--- config.mk ---
export PLATFORM = sky130hd
export DESIGN_NAME = output_coarse_phase_adjust
export DESIGN_NICKNAME = d
export VERILOG_FILES = /design/src/common/cpa_pkg.sv /design/src/rtl/cfg_shadow.sv /design/src/rtl/output_coarse_phase_adjust.sv
export SDC_FILE = /design/constraint.sdc
export NUM_CORES = 1
export LEC_CHECK = 0
export ABC_CLOCK_PERIOD_IN_PS = 7300
export BUFFER_PORTS_ARGS = -buffer_cell sky130_fd_sc_hd__buf_2
export CORE_MARGIN = 3
export CORE_UTILIZATION = 40
export DETAILED_ROUTE_END_ITERATION = 16
export HOLD_SLACK_MARGIN = 0.1
export PLACE_DENSITY = 0.61
export SYNTH_ARGS = -nofsm -noshare
export SYNTH_HDL_FRONTEND = slang
export SYNTH_SLANG_ARGS = --single-unit
--- constraint.sdc ---
create_clock -name clk_i -period 7.3 [get_ports clk_i]
set_input_delay 0.365 -clock clk_i [delete_from_list [all_inputs] [get_ports clk_i]]
set_output_delay 0.365 -clock clk_i [all_outputs]
set_load 0.005 [all_outputs]
--- src/common/cpa_pkg.sv ---
package cpa_pkg;
   localparam int unsigned DIV_W = 32;
   localparam int unsigned ADJ_W = 34;
   localparam logic [DIV_W-1:0] MIN_PART = 32'h0000_0002;
   localparam logic [DIV_W-1:0] ONE = 32'h0000_0001;
   localparam logic [DIV_W-1:0] RST_DIV = 32'h0000_0008;
   localparam logic [1:0] RST_SWING = 2'h0;
   localparam logic [2:0] RST_CMODE = 3'h0;
   localparam logic [1:0] RST_IMP = 2'h0;
   localparam logic [2:0] RST_SUPPLY = 3'h0;
   localparam int unsigned CFG_W = 12;
   typedef enum logic [1:0] {
      ST_IDLE = 2'b00,
      ST_HIGH = 2'b01,
      ST_LOW = 2'b10
   } phase_t;
endpackage

--- src/rtl/cfg_shadow.sv ---
`timescale 1ns/1ps
// Holds buffer settings; loads only when told the output is at a safe point
module cfg_shadow (
   input wire logic clk_i,
   input wire logic rst_i,
   input wire logic ce_i,
   input wire logic load_i,
   input wire logic [cpa_pkg::CFG_W-1:0] cfg_i,
   output logic [cpa_pkg::CFG_W-1:0] cfg_o
);
   logic [cpa_pkg::CFG_W-1:0] cfg_d;
   logic [cpa_pkg::CFG_W-1:0] cfg_q;
   localparam logic [cpa_pkg::CFG_W-1:0] CFG_RST = {1'b0, 1'b1, cpa_pkg::RST_SWING,
      cpa_pkg::RST_CMODE, cpa_pkg::RST_IMP, cpa_pkg::RST_SUPPLY};

   always_comb begin
      cfg_d = cfg_q;
      if (load_i) begin
         cfg_d = cfg_i;
      end
   end

   always_ff @(posedge clk_i) begin
      if (rst_i) begin
         cfg_q <= CFG_RST;
      end else if (ce_i) begin
         cfg_q <= cfg_d;
      end
   end

   assign cfg_o = cfg_q;
endmodule

--- src/rtl/output_coarse_phase_adjust.sv ---
`timescale 1ns/1ps
// How it works
// Each output has its own coarse adjuster, moving edges by whole divider-clock periods.
// Adjustment stretches or shrinks the high part, low part, or both.
// Shortened parts never drop below two periods high and two low; excess clipped.
// Software must not coarse-adjust outputs with divide ratio one to four.
// One adjustment spans up to 2^32 periods high plus 2^32 low.
// Positive lengthens, negative shortens; whole adjustment lands in one output period.
// At 50% duty the adjustment is split about equally between high and low.
// With programmed pulse width the whole adjustment goes to the low part.
// Any number of successive adjustments is accepted; large shifts best split up.
// Buffer runs as one differential or two single-ended outputs.
// Two-bit swing code picks 410, 600, 750 or 900 mV.
// Three-bit common-mode code picks 0.9 V to 2.3 V in 0.2 V steps.
// Single-ended drives two copies; complement copy may be inverted.
// Single-ended offers four impedance settings per supply level.
// Integer divider divides the divider clock by a 32-bit ratio.
// Default 50% duty; optional 32-bit high width below the ratio.
// Pulses are high-going; complement pin with inversion gives low-going.
// Written adjustment latched, applied at next period; new writes wait until consumed.
// Buffer settings change only at period start, avoiding runt pulses.
module output_coarse_phase_adjust (
   input wire logic clk_i,
   input wire logic rst_i,
   input wire logic ce_i,
   input wire logic [cpa_pkg::DIV_W-1:0] divide_ratio_i,
   input wire logic pulse_mode_i,
   input wire logic [cpa_pkg::DIV_W-1:0] pulse_width_i,
   input wire logic [cpa_pkg::ADJ_W-1:0] coarse_phase_offset_i,
   input wire logic offset_write_i,
   output logic offset_ready_o,
   input wire logic diff_mode_i,
   input wire logic complement_invert_i,
   input wire logic [1:0] swing_select_i,
   input wire logic [2:0] common_mode_select_i,
   input wire logic [1:0] impedance_select_i,
   input wire logic [2:0] supply_level_select_i,
   output logic true_output_o,
   output logic complement_output_o,
   output logic diff_mode_o,
   output logic [1:0] swing_select_o,
   output logic [2:0] common_mode_select_o,
   output logic [1:0] impedance_select_o,
   output logic [2:0] supply_level_select_o,
   output logic adjust_applied_o
);
   ////////////////////////////////////////////////////////////////////////////////
   // Adjustment holding register
   logic pend_d, pend_q;
   logic signed [cpa_pkg::ADJ_W-1:0] adj_d, adj_q;
   logic take_adj;

   assign offset_ready_o = !pend_q;

   always_comb begin
      pend_d = pend_q;
      adj_d = adj_q;
      if (take_adj) begin
         pend_d = 1'b0;
      end
      if (offset_write_i && !pend_q) begin
         pend_d = 1'b1;
         adj_d = coarse_phase_offset_i;
      end
   end

   always_ff @(posedge clk_i) begin
      if (rst_i) begin
         pend_q <= 1'b0;
         adj_q <= '0;
      end else if (ce_i) begin
         pend_q <= pend_d;
         adj_q <= adj_d;
      end
   end

   ////////////////////////////////////////////////////////////////////////////////
   // Part lengths for the coming period
   // Signed 35-bit math keeps 2^32 stretch plus base in range without wrap
   logic signed [cpa_pkg::ADJ_W:0] base_hi, base_lo, add_hi, add_lo, sum_hi, sum_lo;
   logic [cpa_pkg::ADJ_W-1:0] len_hi, len_lo;
   logic [cpa_pkg::DIV_W-1:0] hi_nom;

   always_comb begin
      if (pulse_mode_i) begin
         hi_nom = pulse_width_i;
      end else begin
         hi_nom = divide_ratio_i >> 1;
      end
      base_hi = $signed({3'b000, hi_nom});
      base_lo = $signed({3'b000, divide_ratio_i - hi_nom});
      add_hi = '0;
      add_lo = '0;
      if (pend_q) begin
         if (pulse_mode_i) begin
            add_lo = {adj_q[cpa_pkg::ADJ_W-1], adj_q};
         end else begin
            add_hi = {{2{adj_q[cpa_pkg::ADJ_W-1]}}, adj_q[cpa_pkg::ADJ_W-1:1]};
            add_lo = {adj_q[cpa_pkg::ADJ_W-1], adj_q} - add_hi;
         end
      end
      sum_hi = base_hi + add_hi;
      sum_lo = base_lo + add_lo;
      if (sum_hi < $signed({3'b000, cpa_pkg::MIN_PART})) begin
         len_hi = {2'b00, cpa_pkg::MIN_PART};
      end else begin
         len_hi = sum_hi[cpa_pkg::ADJ_W-1:0];
      end
      if (sum_lo < $signed({3'b000, cpa_pkg::MIN_PART})) begin
         len_lo = {2'b00, cpa_pkg::MIN_PART};
      end else begin
         len_lo = sum_lo[cpa_pkg::ADJ_W-1:0];
      end
   end

   ////////////////////////////////////////////////////////////////////////////////
   // Output divider state machine, one state per clock part
   cpa_pkg::phase_t st_d, st_q;
   logic [cpa_pkg::ADJ_W-1:0] cnt_d, cnt_q, lo_d, lo_q;
   logic out_d, out_q, applied_d, applied_q, period_start;

   always_comb begin
      st_d = st_q;
      cnt_d = cnt_q;
      lo_d = lo_q;
      out_d = out_q;
      applied_d = 1'b0;
      take_adj = 1'b0;
      period_start = 1'b0;
      case (st_q)
         cpa_pkg::ST_IDLE: begin
            period_start = 1'b1;
         end
         cpa_pkg::ST_HIGH: begin
            cnt_d = cnt_q - {2'b00, cpa_pkg::ONE};
            if (cnt_q == {2'b00, cpa_pkg::ONE}) begin
               st_d = cpa_pkg::ST_LOW;
               cnt_d = lo_q;
               out_d = 1'b0;
            end
         end
         cpa_pkg::ST_LOW: begin
            cnt_d = cnt_q - {2'b00, cpa_pkg::ONE};
            if (cnt_q == {2'b00, cpa_pkg::ONE}) begin
               period_start = 1'b1;
            end
         end
         default: begin
            st_d = cpa_pkg::ST_IDLE;
         end
      endcase
      if (period_start) begin
         st_d = cpa_pkg::ST_HIGH;
         cnt_d = len_hi;
         lo_d = len_lo;
         out_d = 1'b1;
         take_adj = pend_q;
         applied_d = pend_q;
      end
   end

   always_ff @(posedge clk_i) begin
      if (rst_i) begin
         st_q <= cpa_pkg::ST_IDLE;
         cnt_q <= '0;
         lo_q <= '0;
         out_q <= 1'b0;
         applied_q <= 1'b0;
      end else if (ce_i) begin
         st_q <= st_d;
         cnt_q <= cnt_d;
         lo_q <= lo_d;
         out_q <= out_d;
         applied_q <= applied_d;
      end
   end

   ////////////////////////////////////////////////////////////////////////////////
   // Buffer configuration, swapped only at period start
   logic [cpa_pkg::CFG_W-1:0] cfg_cur;

   cfg_shadow u_cfg (
      .clk_i(clk_i),
      .rst_i(rst_i),
      .ce_i(ce_i),
      .load_i(period_start),
      .cfg_i({diff_mode_i, complement_invert_i, swing_select_i, common_mode_select_i,
         impedance_select_i, supply_level_select_i}),
      .cfg_o(cfg_cur)
   );

   assign diff_mode_o = cfg_cur[11];
   assign swing_select_o = cfg_cur[9:8];
   assign common_mode_select_o = cfg_cur[7:5];
   assign impedance_select_o = cfg_cur[4:3];
   assign supply_level_select_o = cfg_cur[2:0];
   assign true_output_o = out_q;
   // Differential always complements; inverting single-ended is the quieter setting
   assign complement_output_o = (cfg_cur[11] | cfg_cur[10]) ? !out_q : out_q;
   assign adjust_applied_o = applied_q;
endmodule

# Word level (Yosys, flattened, before mapping)
# Cells that the tools add are included.
[op_classes] bitwise_logic=1 n_eq_ne=5 reduce_logical=15 n_lt_le_gt_ge=2 muxes=22 add_sub_neg=5
[ops] cell="$mux 35" count=4
[ops] cell="$mux 34" count=4
[ops] cell="$add 33x35->35" count=2
[ops] cell="$lt 35x3->1 const B" count=2
[ops] cell="$pmux 34 s2" count=1
[ops] cell="$sub 34x33->35" count=1
[ops] cell="$eq 34x1->1 const B" count=1
[ops] cell="$sub 34x1->34 const B" count=1
[ops] cell="$mux 32" count=1
[ops] cell="$sub 32x32->32" count=1
[ops] cell="$mux 1" count=8
[ops] cell="$reduce_and 2->1" count=4
[ops] cell="$reduce_and 3->1" count=2
[ops] cell="$reduce_bool 2->1" count=3
[ops] cell="$mux 2" count=2
[ops] cell="$pmux 2 s2" count=1
[ops] cell="$ne 3x3->1 const B" count=1
[ops] cell="$reduce_bool 3->1" count=1
[ops] cell="$eq 2x1->1 const B" count=1
[ops] cell="$eq 2x2->1 const B" count=1
[ops] cell="$logic_not 1->1" count=2
[ops] cell="$logic_not 2->1" count=1
[ops] cell="$ne 2x1->1 const B" count=1
[ops] cell="$pmux 1 s2" count=1
[ops] cell="3 further kinds" count=3
[word_totals] in_bits=115 elab_cells=58 out_inout_bits=15 reg_bits=119

# Logic depth before layout (Yosys ltp)
# Gate-level depths: netlist of run 1.
[logic_depth] ltp_word=6 ltp_mapped=29 depth_no_buf=25

# Cells and area by module
# Synthesis of run 1 repeated with hierarchy kept, for this count alone.
[hier_totals] hier_cells=1896 area_unflattened_um2=13586.8
[by_module_without_submodules] module="output_coarse_phase_adjust" cells_per_inst=1843 seq_area_each_um2=2142.1 area_each_um2=13032.5 n_inst=1
[by_module_without_submodules] module="cfg_shadow" cells_per_inst=53 seq_area_each_um2=240.2 area_each_um2=554.3 n_inst=1

# Worst setup path after synthesis of run 1
# No wires, ideal clock.
[synth_path] kind="input port to flip-flop" start="in pulse_mode_i" end="reg lo_q[0] in the netlist's numbering" slack_ps=741 stages=26 setup_ps=131 arrival_ps=6428 n_path_buf=4 required_time_ps=7169 cell_sequence="clkbuf_1 > clkbuf_1 > clkbuf_1 > clkbuf_1 > mux2i_1 > ha_1 > o21a_1 > o21ai_0 > a311o_1 > a21oi_1 > a41o_1 > a21o_1 > a21oi_1 > o21ai_0 > xor2_1 > ha_1 > a21oi_2 > o21ai_0 > or4_1 > a211o_2 > nand4_1 > or4b_1 > nor4_2 > nand4_1 > nor4_2 > o211ai_1"
[synth_between] elab_chain_cells=5 elab_cells_between_ends=7 classes_between="2 x add/sub; 1 x order compare; 4 x mux"
[synth_lines] item="start, declared" line="output_coarse_phase_adjust.sv:27" text="input wire logic pulse_mode_i,"
[synth_lines] item="$mux 32 / $mux 35 (equally long branches)" line="output_coarse_phase_adjust.sv:85, output_coarse_phase_adjust.sv:95"
[synth_lines] item="$sub 32x32->32 / $mux 35 (equally long branches)" line="output_coarse_phase_adjust.sv:91, output_coarse_phase_adjust.sv:94"
[synth_lines] item="$add 33x35->35 *" line="output_coarse_phase_adjust.sv:103" text="sum_lo = base_lo + add_lo;"
[synth_lines] item="$lt 35x3->1" line="output_coarse_phase_adjust.sv:109" text="if (sum_lo < $signed({3'b000, cpa_pkg::MIN_PART})) begin"
[synth_lines] item="$mux 34 *" line="output_coarse_phase_adjust.sv:109"
[synth_lines] item="end signal, assigned" line="output_coarse_phase_adjust.sv:172" text="lo_q <= lo_d;"
[synth_lines] item="end, declared" line="output_coarse_phase_adjust.sv:119" text="logic [cpa_pkg::ADJ_W-1:0] cnt_d, cnt_q, lo_d, lo_q;"
# Mark *: on every way between the ends. The rest lies on a longest branch, timed or not.
# A chain may end at the register's enable or synchronous reset.

# Worst setup path in the final report of run 1
[layout_path] start="reg adj_q[1] in the netlist's numbering" end="reg lo_q[0] in the netlist's numbering"
[layout_between] elab_chain_cells=6
[layout_lines] item="start, declared" line="output_coarse_phase_adjust.sv:50" text="logic signed [cpa_pkg::ADJ_W-1:0] adj_d, adj_q;"
[layout_lines] item="start signal, assigned" line="output_coarse_phase_adjust.sv:73" text="adj_q <= adj_d;"
[layout_lines] item="$sub 34x33->35" line="output_coarse_phase_adjust.sv:99" text="add_lo = {adj_q[cpa_pkg::ADJ_W-1], adj_q} - add_hi;"
[layout_lines] item="$mux 35 *" line="output_coarse_phase_adjust.sv:95" text="if (pulse_mode_i) begin"
[layout_lines] item="$mux 35 *" line="output_coarse_phase_adjust.sv:94" text="if (pend_q) begin"
[layout_lines] item="$add 33x35->35 *" line="output_coarse_phase_adjust.sv:103"
[layout_lines] item="$lt 35x3->1" line="output_coarse_phase_adjust.sv:109"
[layout_lines] item="$mux 34 *" line="output_coarse_phase_adjust.sv:109"
# Marked as above.

==> reports/qor.json, run 1 <==
{
  "starting_utilization_of_the_core_area": 0.411,
  "maximum_number_of_buffers_from_clock_root_to_sink": 2,
  "post_cts.resized_instances": 0,
  "cts_hold_buffers": 0,
  "layout-drive-gt1-share": 0.110,
  "gpl.final_weighted_congestion": 0.920,
  "netlist.top_cell.by_area": "dfxtp_1",
  "first_pass_grt_wire_length_mm": 73.2,
  "synth_cells": 1966,
  "final-setup-viol-count": 0,
  "synth_nets": 2215,
  "final.fill_count": 3584,
  "area.growth.synth_to_final_pct": 10.6,
  "area_of_the_core_sq_um": 34000,
  "timing.hold.ws_ns": 0.135,
  "layout_commonest_cell": "a21oi_1",
  "status": "finished, final reports clean",
  "report.final.hold_viol_count": 0,
  "worst_setup_path_endpoint": "lo_q[0]$_SDFFE_PP0P_",
  "mappedNetlistArea_sq_um": 14000,
  "pin_count_of_the_biggest_net_entering_global_routing": 62,
  "finalCoreUtilization": 0.455,
  "clock_insertion_delay_worst_skew_ns": 0.45,
  "postSynthAreaPerCell_sq_um": 7.12,
  "worst-r2r-setup-slack_ns": 0.97,
  "layout.nets": 2284,
  "cts_num_sinks": 119,
  "cap_violations": 0,
  "critical_path_arrival_ns": 6.65,
  "crit-reg2reg-launch": "adj_q[1]$_SDFFE_PP0P_",
  "io_buffer_count": 129,
  "number_of_global_route_vias_before_repair": 13700,
  "drtAntennaViolNets": 0,
  "min_period_over_period": 0.867,
  "slew-limit-headroom": 0.259,
  "die_w_microns": 193,
  "timing_worst_slew_pin_value_ns": 1.11,
  "synth_top_area_frac": 0.170,
  "start_kind": "flip-flop",
  "power.share.combinational": 0.440,
  "grt_antenna_before_repair": 1,
  "cts_root_buffer": "clkbuf_16",
  "rsz0062_at_grt": "false",
  "required_ns": 7.63,
  "h-tree-depth": 4,
  "grt.total_usage": 0.248,
  "commonest_cells_after_routing_fill_and_taps_aside": "222 x a21oi_1, 217 x nand2_1, 198 x nor2_1, 133 x o21ai_0, 130 x ha_1",
  "design.portCount": 130,
  "power_leakage_nw": 6.96,
  "cell_internal_pwr_mw": 1.73,
  "detailed_routing_iterations_pass_1": 6,
  "antennaDiodeCount": 0,
  "critical_path.max_fanout": 8,
  "layout.cell_area.non_filler_sq_um": 15500,
  "worst_flop_to_flop_path_endpoint": "lo_q[0]$_SDFFE_PP0P_",
  "timing.final.crit_period_ns": 6.33,
  "clock_tree_from_tritoncts": "yes",
  "synth_seq_area_share": 0.170,
  "seqPwrFrac": 0.259,
  "drt_iter0_markers": 1217,
  "clk_transition_reported_paths_ns": 0.07,
  "finalMaxSlewViolations": 0,
  "routed_via_density": 5.84,
  "worstHoldPathType": "in2reg",
  "drc": 0,
  "synthFlopType": "dfxtp_1",
  "post_drt_wl_per_cell_microns": 18.7,
  "power.share.switching": 0.411,
  "synth_enable_flop_cells": 0,
  "num_vias": 14600,
  "die_area_sq_um": 37300,
  "fin_tns_setup_ns": 0,
  "synth_top_cells_by_area": "dfxtp_1 17%, ha_1 12%, a21oi_1 7.9%",
  "asyncSetResetFlopFracSynth": 0,
  "hpwl_after_dpl_mm": 37.2,
  "synth.distinct_cells": 98,
  "row_count": 67,
  "switchingPower_mw": 1.21,
  "setup.worst_path.class": "reg2reg",
  "synth-warning-count": 0,
  "peakVddDrop_mv": 0.160,
  "wirelength_mm": 46.7,
  "maxClockFrequency_mhz": 158,
  "clock_skew_ns": 0.0146,
  "number_of_cells_on_the_worst_reg_to_reg_path": 24,
  "dieHeight_microns": 193,
  "ys_ff_latch": 119,
  "crit_path_start": "adj_q[1]$_SDFFE_PP0P_",
  "critical_path.endpoint_type": "flip-flop",
  "placement_cell_area_sq_um": 14900,
  "post_cts_buffers": 0,
  "power_per_cell_area_nw_per_um2": 190,
  "grt_remaining_overflow": 0,
  "power_frac_clock": 0.302,
  "cts_buffers": 17
}
worst min-delay path by stage:
| stage | endpoint | depth (start not counted) | slack (ns) | from |
|---|---|---|---|---|
| 4_1_cts | u_cfg.cfg_o[10]$_SDFFE_PP1P_ | 3 | 0.13 | complement_invert_i |
| 3_3_place_gp | u_cfg.cfg_o[0]$_SDFFE_PP0P_ | 2 | 0.44 | u_cfg.cfg_o[0]$_SDFFE_PP0P_ |
| 2_1_floorplan | lo_q[10]$_SDFFE_PP0P_ | 2 | 0.43 | lo_q[10]$_SDFFE_PP0P_ |
| 5_1_grt | u_cfg.cfg_o[7]$_SDFFE_PP0P_ | 3 | 0.15 | common_mode_select_i[2] |
| 6_report | u_cfg.cfg_o[10]$_SDFFE_PP1P_ | 3 | 0.14 | complement_invert_i |
| 3_5_place_dp | u_cfg.cfg_o[9]$_SDFFE_PP0P_ | 2 | 0.44 | u_cfg.cfg_o[9]$_SDFFE_PP0P_ |
flip-flops by register name, summed over array words and instances (netlist names):
name / count
adj_q: 34
adjust_applied_o: 1
cnt_q: 34
lo_q: 34
pend_q: 1
st_q: 2
true_output_o: 1
u_cfg.cfg_o: 12
worst max-delay path: stages, from the launching register on:
cell,delay (ns)
dfxtp_1,0.44
ha_1,0.21
inv_1,0.06
fa_1,0.43
a211oi_1,0.30
o21ai_1,0.17
o211ai_1,0.37
nand3b_1,0.17
a31o_2,0.27
a21o_1,0.23
a21o_1,0.19
a21oi_1,0.17
xor2_1,0.15
o21ai_0,0.11
ha_1,0.26
a21oi_2,0.34
o21ai_0,0.19
or4_1,0.57
a211o_2,0.32
nand4_1,0.09
or4b_1,0.45
nor4_2,0.22
nand4_1,0.15
nor4_2,0.22
o211ai_1,0.13
cells by family (layout without fill, tap and decap cells):
family | after synthesis | count (layout) | synth area share
multiplexers | 41 | 41 | 0.0295
XOR/XNOR | 113 | 113 | 0.0713
flip-flops | 119 | 119 | 0.170
adder cells (fa/ha/maj) | 134 | 134 | 0.122
buffers and inverters | 203 | 285 | 0.0607
AO/OA/AOI/OAI | 669 | 669 | 0.313
AND/OR/NAND/NOR | 687 | 687 | 0.234
power groups by stage:
stage / combinational (mW) / sequential [mW] / clock [mW]
floorplan: 0.973 / 0.750 / 0
global placement: 1.26 / 0.772 / 0
detailed placement: 1.26 / 0.772 / 0
CTS: 1.27 / 0.758 / 0.894
global route: 1.43 / 0.767 / 0.925
finish: 1.29 / 0.760 / 0.886
area by class of cell:
type,instances,area (sq um),share of cell area
tap,448,561,0.0362
sequential,119,2380,0.154
clock buffer,17,425,0.0275
clock inverter,15,166,0.0108
timing repair buffer,145,768,0.0496
multi-input combinational,1644,10800,0.696
inverter,108,405,0.0262
synthesized netlist by cell type (5+ instances only):
master,instances
a2111oi_0,5
a211o_1,9
a211oi_1,20
a21boi_0,7
a21o_1,72
a21oi_1,222
a221oi_1,18
a22o_1,14
a22oi_1,6
a311oi_1,6
a31o_2,5
a31oi_1,9
and2_1,25
and3_1,20
buf_4,12
clkbuf_1,69
dfxtp_1,119
ha_1,130
inv_1,108
mux2i_1,39
nand2_1,217
nand2b_1,12
nand3_1,54
nand3b_1,6
nand4_1,18
nor2_1,198
nor2b_1,12
nor3_1,41
nor4_1,17
o211ai_1,12
o21a_1,28
o21ai_0,134
o21bai_1,10
o221ai_1,14
o31a_1,7
o31ai_1,16
or2_2,9
or3_1,20
or4_1,5
xnor2_1,65
xor2_1,47
stage by stage:
step	std cells	power [mW]	setup slack (ns)
3_3_place_gp	2464	2.03	0.841
3_5_place_dp	2464	2.04	0.735
5_1_grt	2496	3.12	0.461
4_1_cts	2496	2.93	1.03
6_report	2496	2.94	0.973
2_1_floorplan	1966	1.72	0.741
per-layer routing:
| layer | global-route usage | vias up | routed length, microns |
|---|---|---|---|
| met4 | 0.0668 | 2 | 1050 |
| met5 | 0 | - | 17 |
| met3 | 0.0371 | 61 | 2440 |
| met1 | 0.353 | 6784 | 22800 |
| li1 | - | 7294 | - |
| met2 | 0.391 | 428 | 20400 |
Power figures use the tool's default switching activity.
==> inputs of run 2 (changes only) <==
--- a/config.mk
+++ b/config.mk
@@ -5,8 +5,10 @@
 export SDC_FILE = /design/constraint.sdc
 export NUM_CORES = 1
 export LEC_CHECK = 0
+export ABC_AREA = 1
 export ABC_CLOCK_PERIOD_IN_PS = 7300
 export BUFFER_PORTS_ARGS = -buffer_cell sky130_fd_sc_hd__buf_2
+export CORE_ASPECT_RATIO = 1.75
 export CORE_MARGIN = 3
 export CORE_UTILIZATION = 40
 export DETAILED_ROUTE_END_ITERATION = 16
==> run 2 against run 1 <==
Effect of this change: core utilization down 0.55 points; wire length increased by 17%; combinational power is 24% higher; first-iteration DRC count down 19%; sequential share of layout area is 1.1 points lower; count of clock-buffer cells in the layout did not move; synthesized cell count increased by 29%; maximum frequency increased by 0.72%; via count rose by 15%; critical path type is now in2reg.
==> reports/qor.json, run 2 <==
{
  "status": "finished, final reports clean",
  "power_leakage": {"value": 8.51, "unit": "nW", "change": "+22%"},
  "report.final.hold_viol_count": {"value": 0, "change": "unchanged"},
  "cpMostUsedCell": "nand2_1",
  "area_of_the_core": {"value": 37100, "unit": "sq um", "change": "+9.1%"},
  "post_drt_wl_per_cell": {"value": 17.7, "unit": "microns", "change": "-5.4%"},
  "grt_use_met3": {"value": 0.0291, "change": "-0.00795"},
  "wirelength": {"value": 54.9, "unit": "mm", "change": "+17%"},
  "post_cts.resized_instances": {"value": 0, "change": "unchanged"},
  "post_cts_buffers": {"value": 0, "change": "unchanged"},
  "final.fill_count": {"value": 4063, "change": "+13%"},
  "required": {"value": 7.60, "unit": "ns", "change": "-0.03 ns"},
  "grt_antenna_before_repair": {"value": 0, "change": "-1"},
  "postSynthAreaPerCell": {"value": 5.97, "unit": "sq um", "change": "-16%"},
  "highest_cell_delay_on_the_worst_timing_path": {"value": 0.61, "unit": "ns", "change": "+0.04 ns"},
  "detailed_routing_iterations_pass_1": {"value": 5, "change": "-1"},
  "number_of_global_route_vias_before_repair": {"value": 16700, "change": "+22%"},
  "layout-drive-gt1-share": {"value": 0.131, "change": "+0.0208"},
  "reg.largest.list": "adj_q: 34 flops, cnt_q: 34 flops, lo_q: 34 flops",
  "drtAntennaViolNets": {"value": 0, "change": "unchanged"},
  "rsz0062_at_grt": "false",
  "dieHeight": {"value": 263, "unit": "microns", "change": "+36%"},
  "timing_worst_slew_pin_value": {"value": 1.09, "unit": "ns", "change": "-0.0256 ns"},
  "die_w": {"value": 153, "unit": "microns", "change": "-21%"},
  "synth_enable_flop_cells": {"value": 0, "change": "unchanged"},
  "layout.nets": {"value": 2861, "change": "+25%"},
  "critical_path.max_fanout": {"value": 60, "change": "+52"},
  "cts_hold_buffers": {"value": 0, "change": "unchanged"},
  "synth.distinct_cells": {"value": 53, "change": "-46%"},
  "commonest_cells_after_routing_fill_and_taps_aside": "499 x nand2_1, 344 x inv_1, 323 x nor2_1, 266 x a21oi_1, 223 x o21ai_0",
  "grt.total_usage": {"value": 0.265, "change": "+0.0171"},
  "slew-limit-headroom": {"value": 0.275, "change": "+0.0163"},
  "cts_buffers": {"value": 17, "change": "unchanged"},
  "clock_tree_from_tritoncts": "yes",
  "synth_top_area_frac": {"value": 0.157, "change": "-0.0129"},
  "critical_path_arrival": {"value": 6.58, "unit": "ns", "change": "-0.07 ns"},
  "drt_iter0_markers": {"value": 981, "change": "-19%"},
  "area_of_combinational_cells_with_multiple_inputs": {"value": 11000, "unit": "sq um", "change": "+1.7%"},
  "yosys.cell_count.top_type": "nand2_1",
  "antennaDiodeCount": {"value": 0, "change": "unchanged"},
  "num_vias": {"value": 16800, "change": "+15%"},
  "maxClockFrequency": {"value": 159, "unit": "MHz", "change": "+0.72%"},
  "timing.final.crit_period": {"value": 6.28, "unit": "ns", "change": "-0.0452 ns"},
  "critical_path_buf_inv_count": {"value": 4, "change": "+3"},
  "power_per_cell_area": {"value": 197, "unit": "nW/um^2", "change": "+3.8%"},
  "clock_insertion_delay_worst_skew": {"value": 0.46, "unit": "ns", "change": "about the same"},
  "global_route_hottest_layer": "met2",
  "ys_ff_latch": {"value": 119, "change": "unchanged"},
  "finalMaxSlewViolations": {"value": 0, "change": "unchanged"},
  "synth_cells": {"value": 2539, "change": "+29%"},
  "mappedNetlistArea": {"value": 15100, "unit": "sq um", "change": "+8.2%"},
  "netlist.top_cell.by_area": "dfxtp_1",
  "clk_transition_reported_paths": {"value": 0.07, "unit": "ns", "change": "about the same"},
  "die_area": {"value": 40300, "unit": "sq um", "change": "+8.2%"},
  "area.growth.synth_to_final_pct": 10.1,
  "cp_top_family": "compound AO/OA/AOI/OAI gates",
  "h-tree-depth": {"value": 4, "change": "unchanged"},
  "synth-warning-count": {"value": 0, "change": "unchanged"},
  "groute.layer.met1.usage": {"value": 0.273, "change": "-0.0795"},
  "layout.cell_area.non_filler": {"value": 16700, "unit": "sq um", "change": "+7.7%"},
  "routed_via_density": {"value": 5.41, "change": "-7.2%"},
  "grt_use_met2": {"value": 0.507, "change": "+0.115"},
  "pin_count_of_the_biggest_net_entering_global_routing": {"value": 69, "change": "+11%"},
  "synth.top_cells.by_count": "499 x nand2_1, 346 x inv_1, 324 x nor2_1",
  "cts_num_sinks": {"value": 119, "change": "unchanged"},
  "synth_nets": {"value": 2788, "change": "+26%"},
  "min_period_over_period": {"value": 0.861, "change": "-0.00619"},
  "design.portCount": {"value": 130, "change": "unchanged"},
  "cap_violations": {"value": 0, "change": "unchanged"},
  "start_kind": "input pin",
  "starting_utilization_of_the_core_area": {"value": 0.408, "change": "-0.00315"},
  "clock_skew": {"value": 0.0135, "unit": "ns", "change": "-0.00110 ns"},
  "critical_path.endpoint_type": "flip-flop",
  "layout_commonest_cell": "nand2_1",
  "first_pass_grt_wire_length": {"value": 85.9, "unit": "mm", "change": "+17%"},
  "synth_seq_area_share": {"value": 0.157, "change": "-0.0129"},
  "gpl.final_weighted_congestion": {"value": 1.05, "change": "+14%"},
  "drc": {"value": 0, "change": "unchanged"},
  "sequential_cell_area": {"value": 2380, "unit": "sq um", "change": "unchanged"},
  "final-setup-viol-count": {"value": 0, "change": "unchanged"},
  "cp_max_stage_cell": "a221oi_1",
  "maximum_number_of_buffers_from_clock_root_to_sink": {"value": 2, "change": "unchanged"},
  "fin_tns_setup": {"value": 0, "unit": "ns", "change": "unchanged"},
  "grt_remaining_overflow": {"value": 0, "change": "unchanged"},
  "io_buffer_count": {"value": 129, "change": "unchanged"},
  "worstHoldPathType": "in2reg",
  "synth_top_cells_by_area": "dfxtp_1 16%, nand2_1 12%, ha_1 11%",
  "cts_root_buffer": "clkbuf_16",
  "placement_cell_area": {"value": 16100, "unit": "sq um", "change": "+7.9%"},
  "asyncSetResetFlopFracSynth": {"value": 0, "change": "unchanged"},
  "row_count": {"value": 93, "change": "+39%"},
  "peakVddDrop": {"value": 0.163, "unit": "mV", "change": "+2.3%"},
  "synthFlopType": "dfxtp_1",
  "hpwl_after_dpl": {"value": 45.8, "unit": "mm", "change": "+23%"},
  "setup.worst_path.class": "in2reg"
}
run 2: cell count changes after synthesis, moves of 26 or more:
cell | previous run | this run
nand2_1 | 217 | 499
inv_1 | 108 | 346
nor2_1 | 198 | 324
o21ai_0 | 134 | 223
a21o_1 | 72 | 15
nand3_1 | 54 | 99
a21oi_1 | 222 | 266
mux2i_1 | 39 | 0
nand3_2 | 0 | 34
nor3_1 | 41 | 15
xnor2_1 | 65 | 39
run 2: worst paths after layout:
check        depth (start not counted)                           to                  start  slack [ns]
max                                 29         lo_q[2]$_SDFFE_PP0P_           pulse_mode_i        1.02
min                                  3  u_cfg.cfg_o[3]$_SDFFE_PP0P_  impedance_select_i[0]        0.13
max reg2reg                         30         lo_q[2]$_SDFFE_PP0P_  adj_q[1]$_SDFFE_PP0P_        1.60
min reg2reg                          2        lo_q[14]$_SDFFE_PP0P_  lo_q[14]$_SDFFE_PP0P_        0.46
run 2: routing by layer:
layer	vias to the layer above	part of all wire	wire length, microns
met5	-	0	0
met4	0	0.064	3520
met3	153	0.035	1930
met2	465	0.53	29100
met1	7703	0.37	20300
li1	8462	-	-
run 2: where the power goes:
part | switching [mW] | internal (mW) | total [mW]
Clock | 0.417 | 0.490 | 0.908
Combinational | 1.05 | 0.549 | 1.60
Sequential | 0.0607 | 0.720 | 0.781
Total | 1.53 | 1.76 | 3.29
run 2: per-stage QoR:
| stage | cells | util | power [mW] | hold slack (ns) | setup WS, ns |
|---|---|---|---|---|---|
| detailed placement | 3068 | 0.433 | 2.37 | 0.452 | 0.717 |
| finish | 3100 | 0.449 | 3.29 | 0.128 | 1.02 |
| floorplan | 2539 | - | 1.95 | 0.430 | 1.94 |
| CTS | 3100 | 0.449 | 3.29 | 0.116 | 1.18 |
| global placement | 3068 | 0.433 | 2.36 | 0.441 | 0.698 |
| global route | 3100 | 0.449 | 3.53 | 0.134 | 0.699 |
run 2: worst min-delay path: stages:
cell    delay [ns]
buf_2         0.07
nor2_1        0.03
nor2_1        0.08
run 2: logic make-up (layout without fill, tap and decap cells):
logic type | count (synthesis) | in the layout | share of synthesized area
adder cells (fa/ha/maj) | 134 | 134 | 0.113
flip-flops | 119 | 119 | 0.157
AND/OR/NAND/NOR | 1112 | 1112 | 0.327
XOR/XNOR | 100 | 100 | 0.0593
buffers and inverters | 458 | 544 | 0.120
AO/OA/AOI/OAI | 616 | 616 | 0.224
run 2: cell type report:
cell class / count / share of cell area
Timing Repair Buffer: 142 / 0.0446
Multi-Input combinational cell: 1962 / 0.657
Inverter: 370 / 0.0834
Clock buffer: 17 / 0.0255
Sequential cell: 119 / 0.143
Tap cell: 475 / 0.0356
Clock inverter: 15 / 0.0110
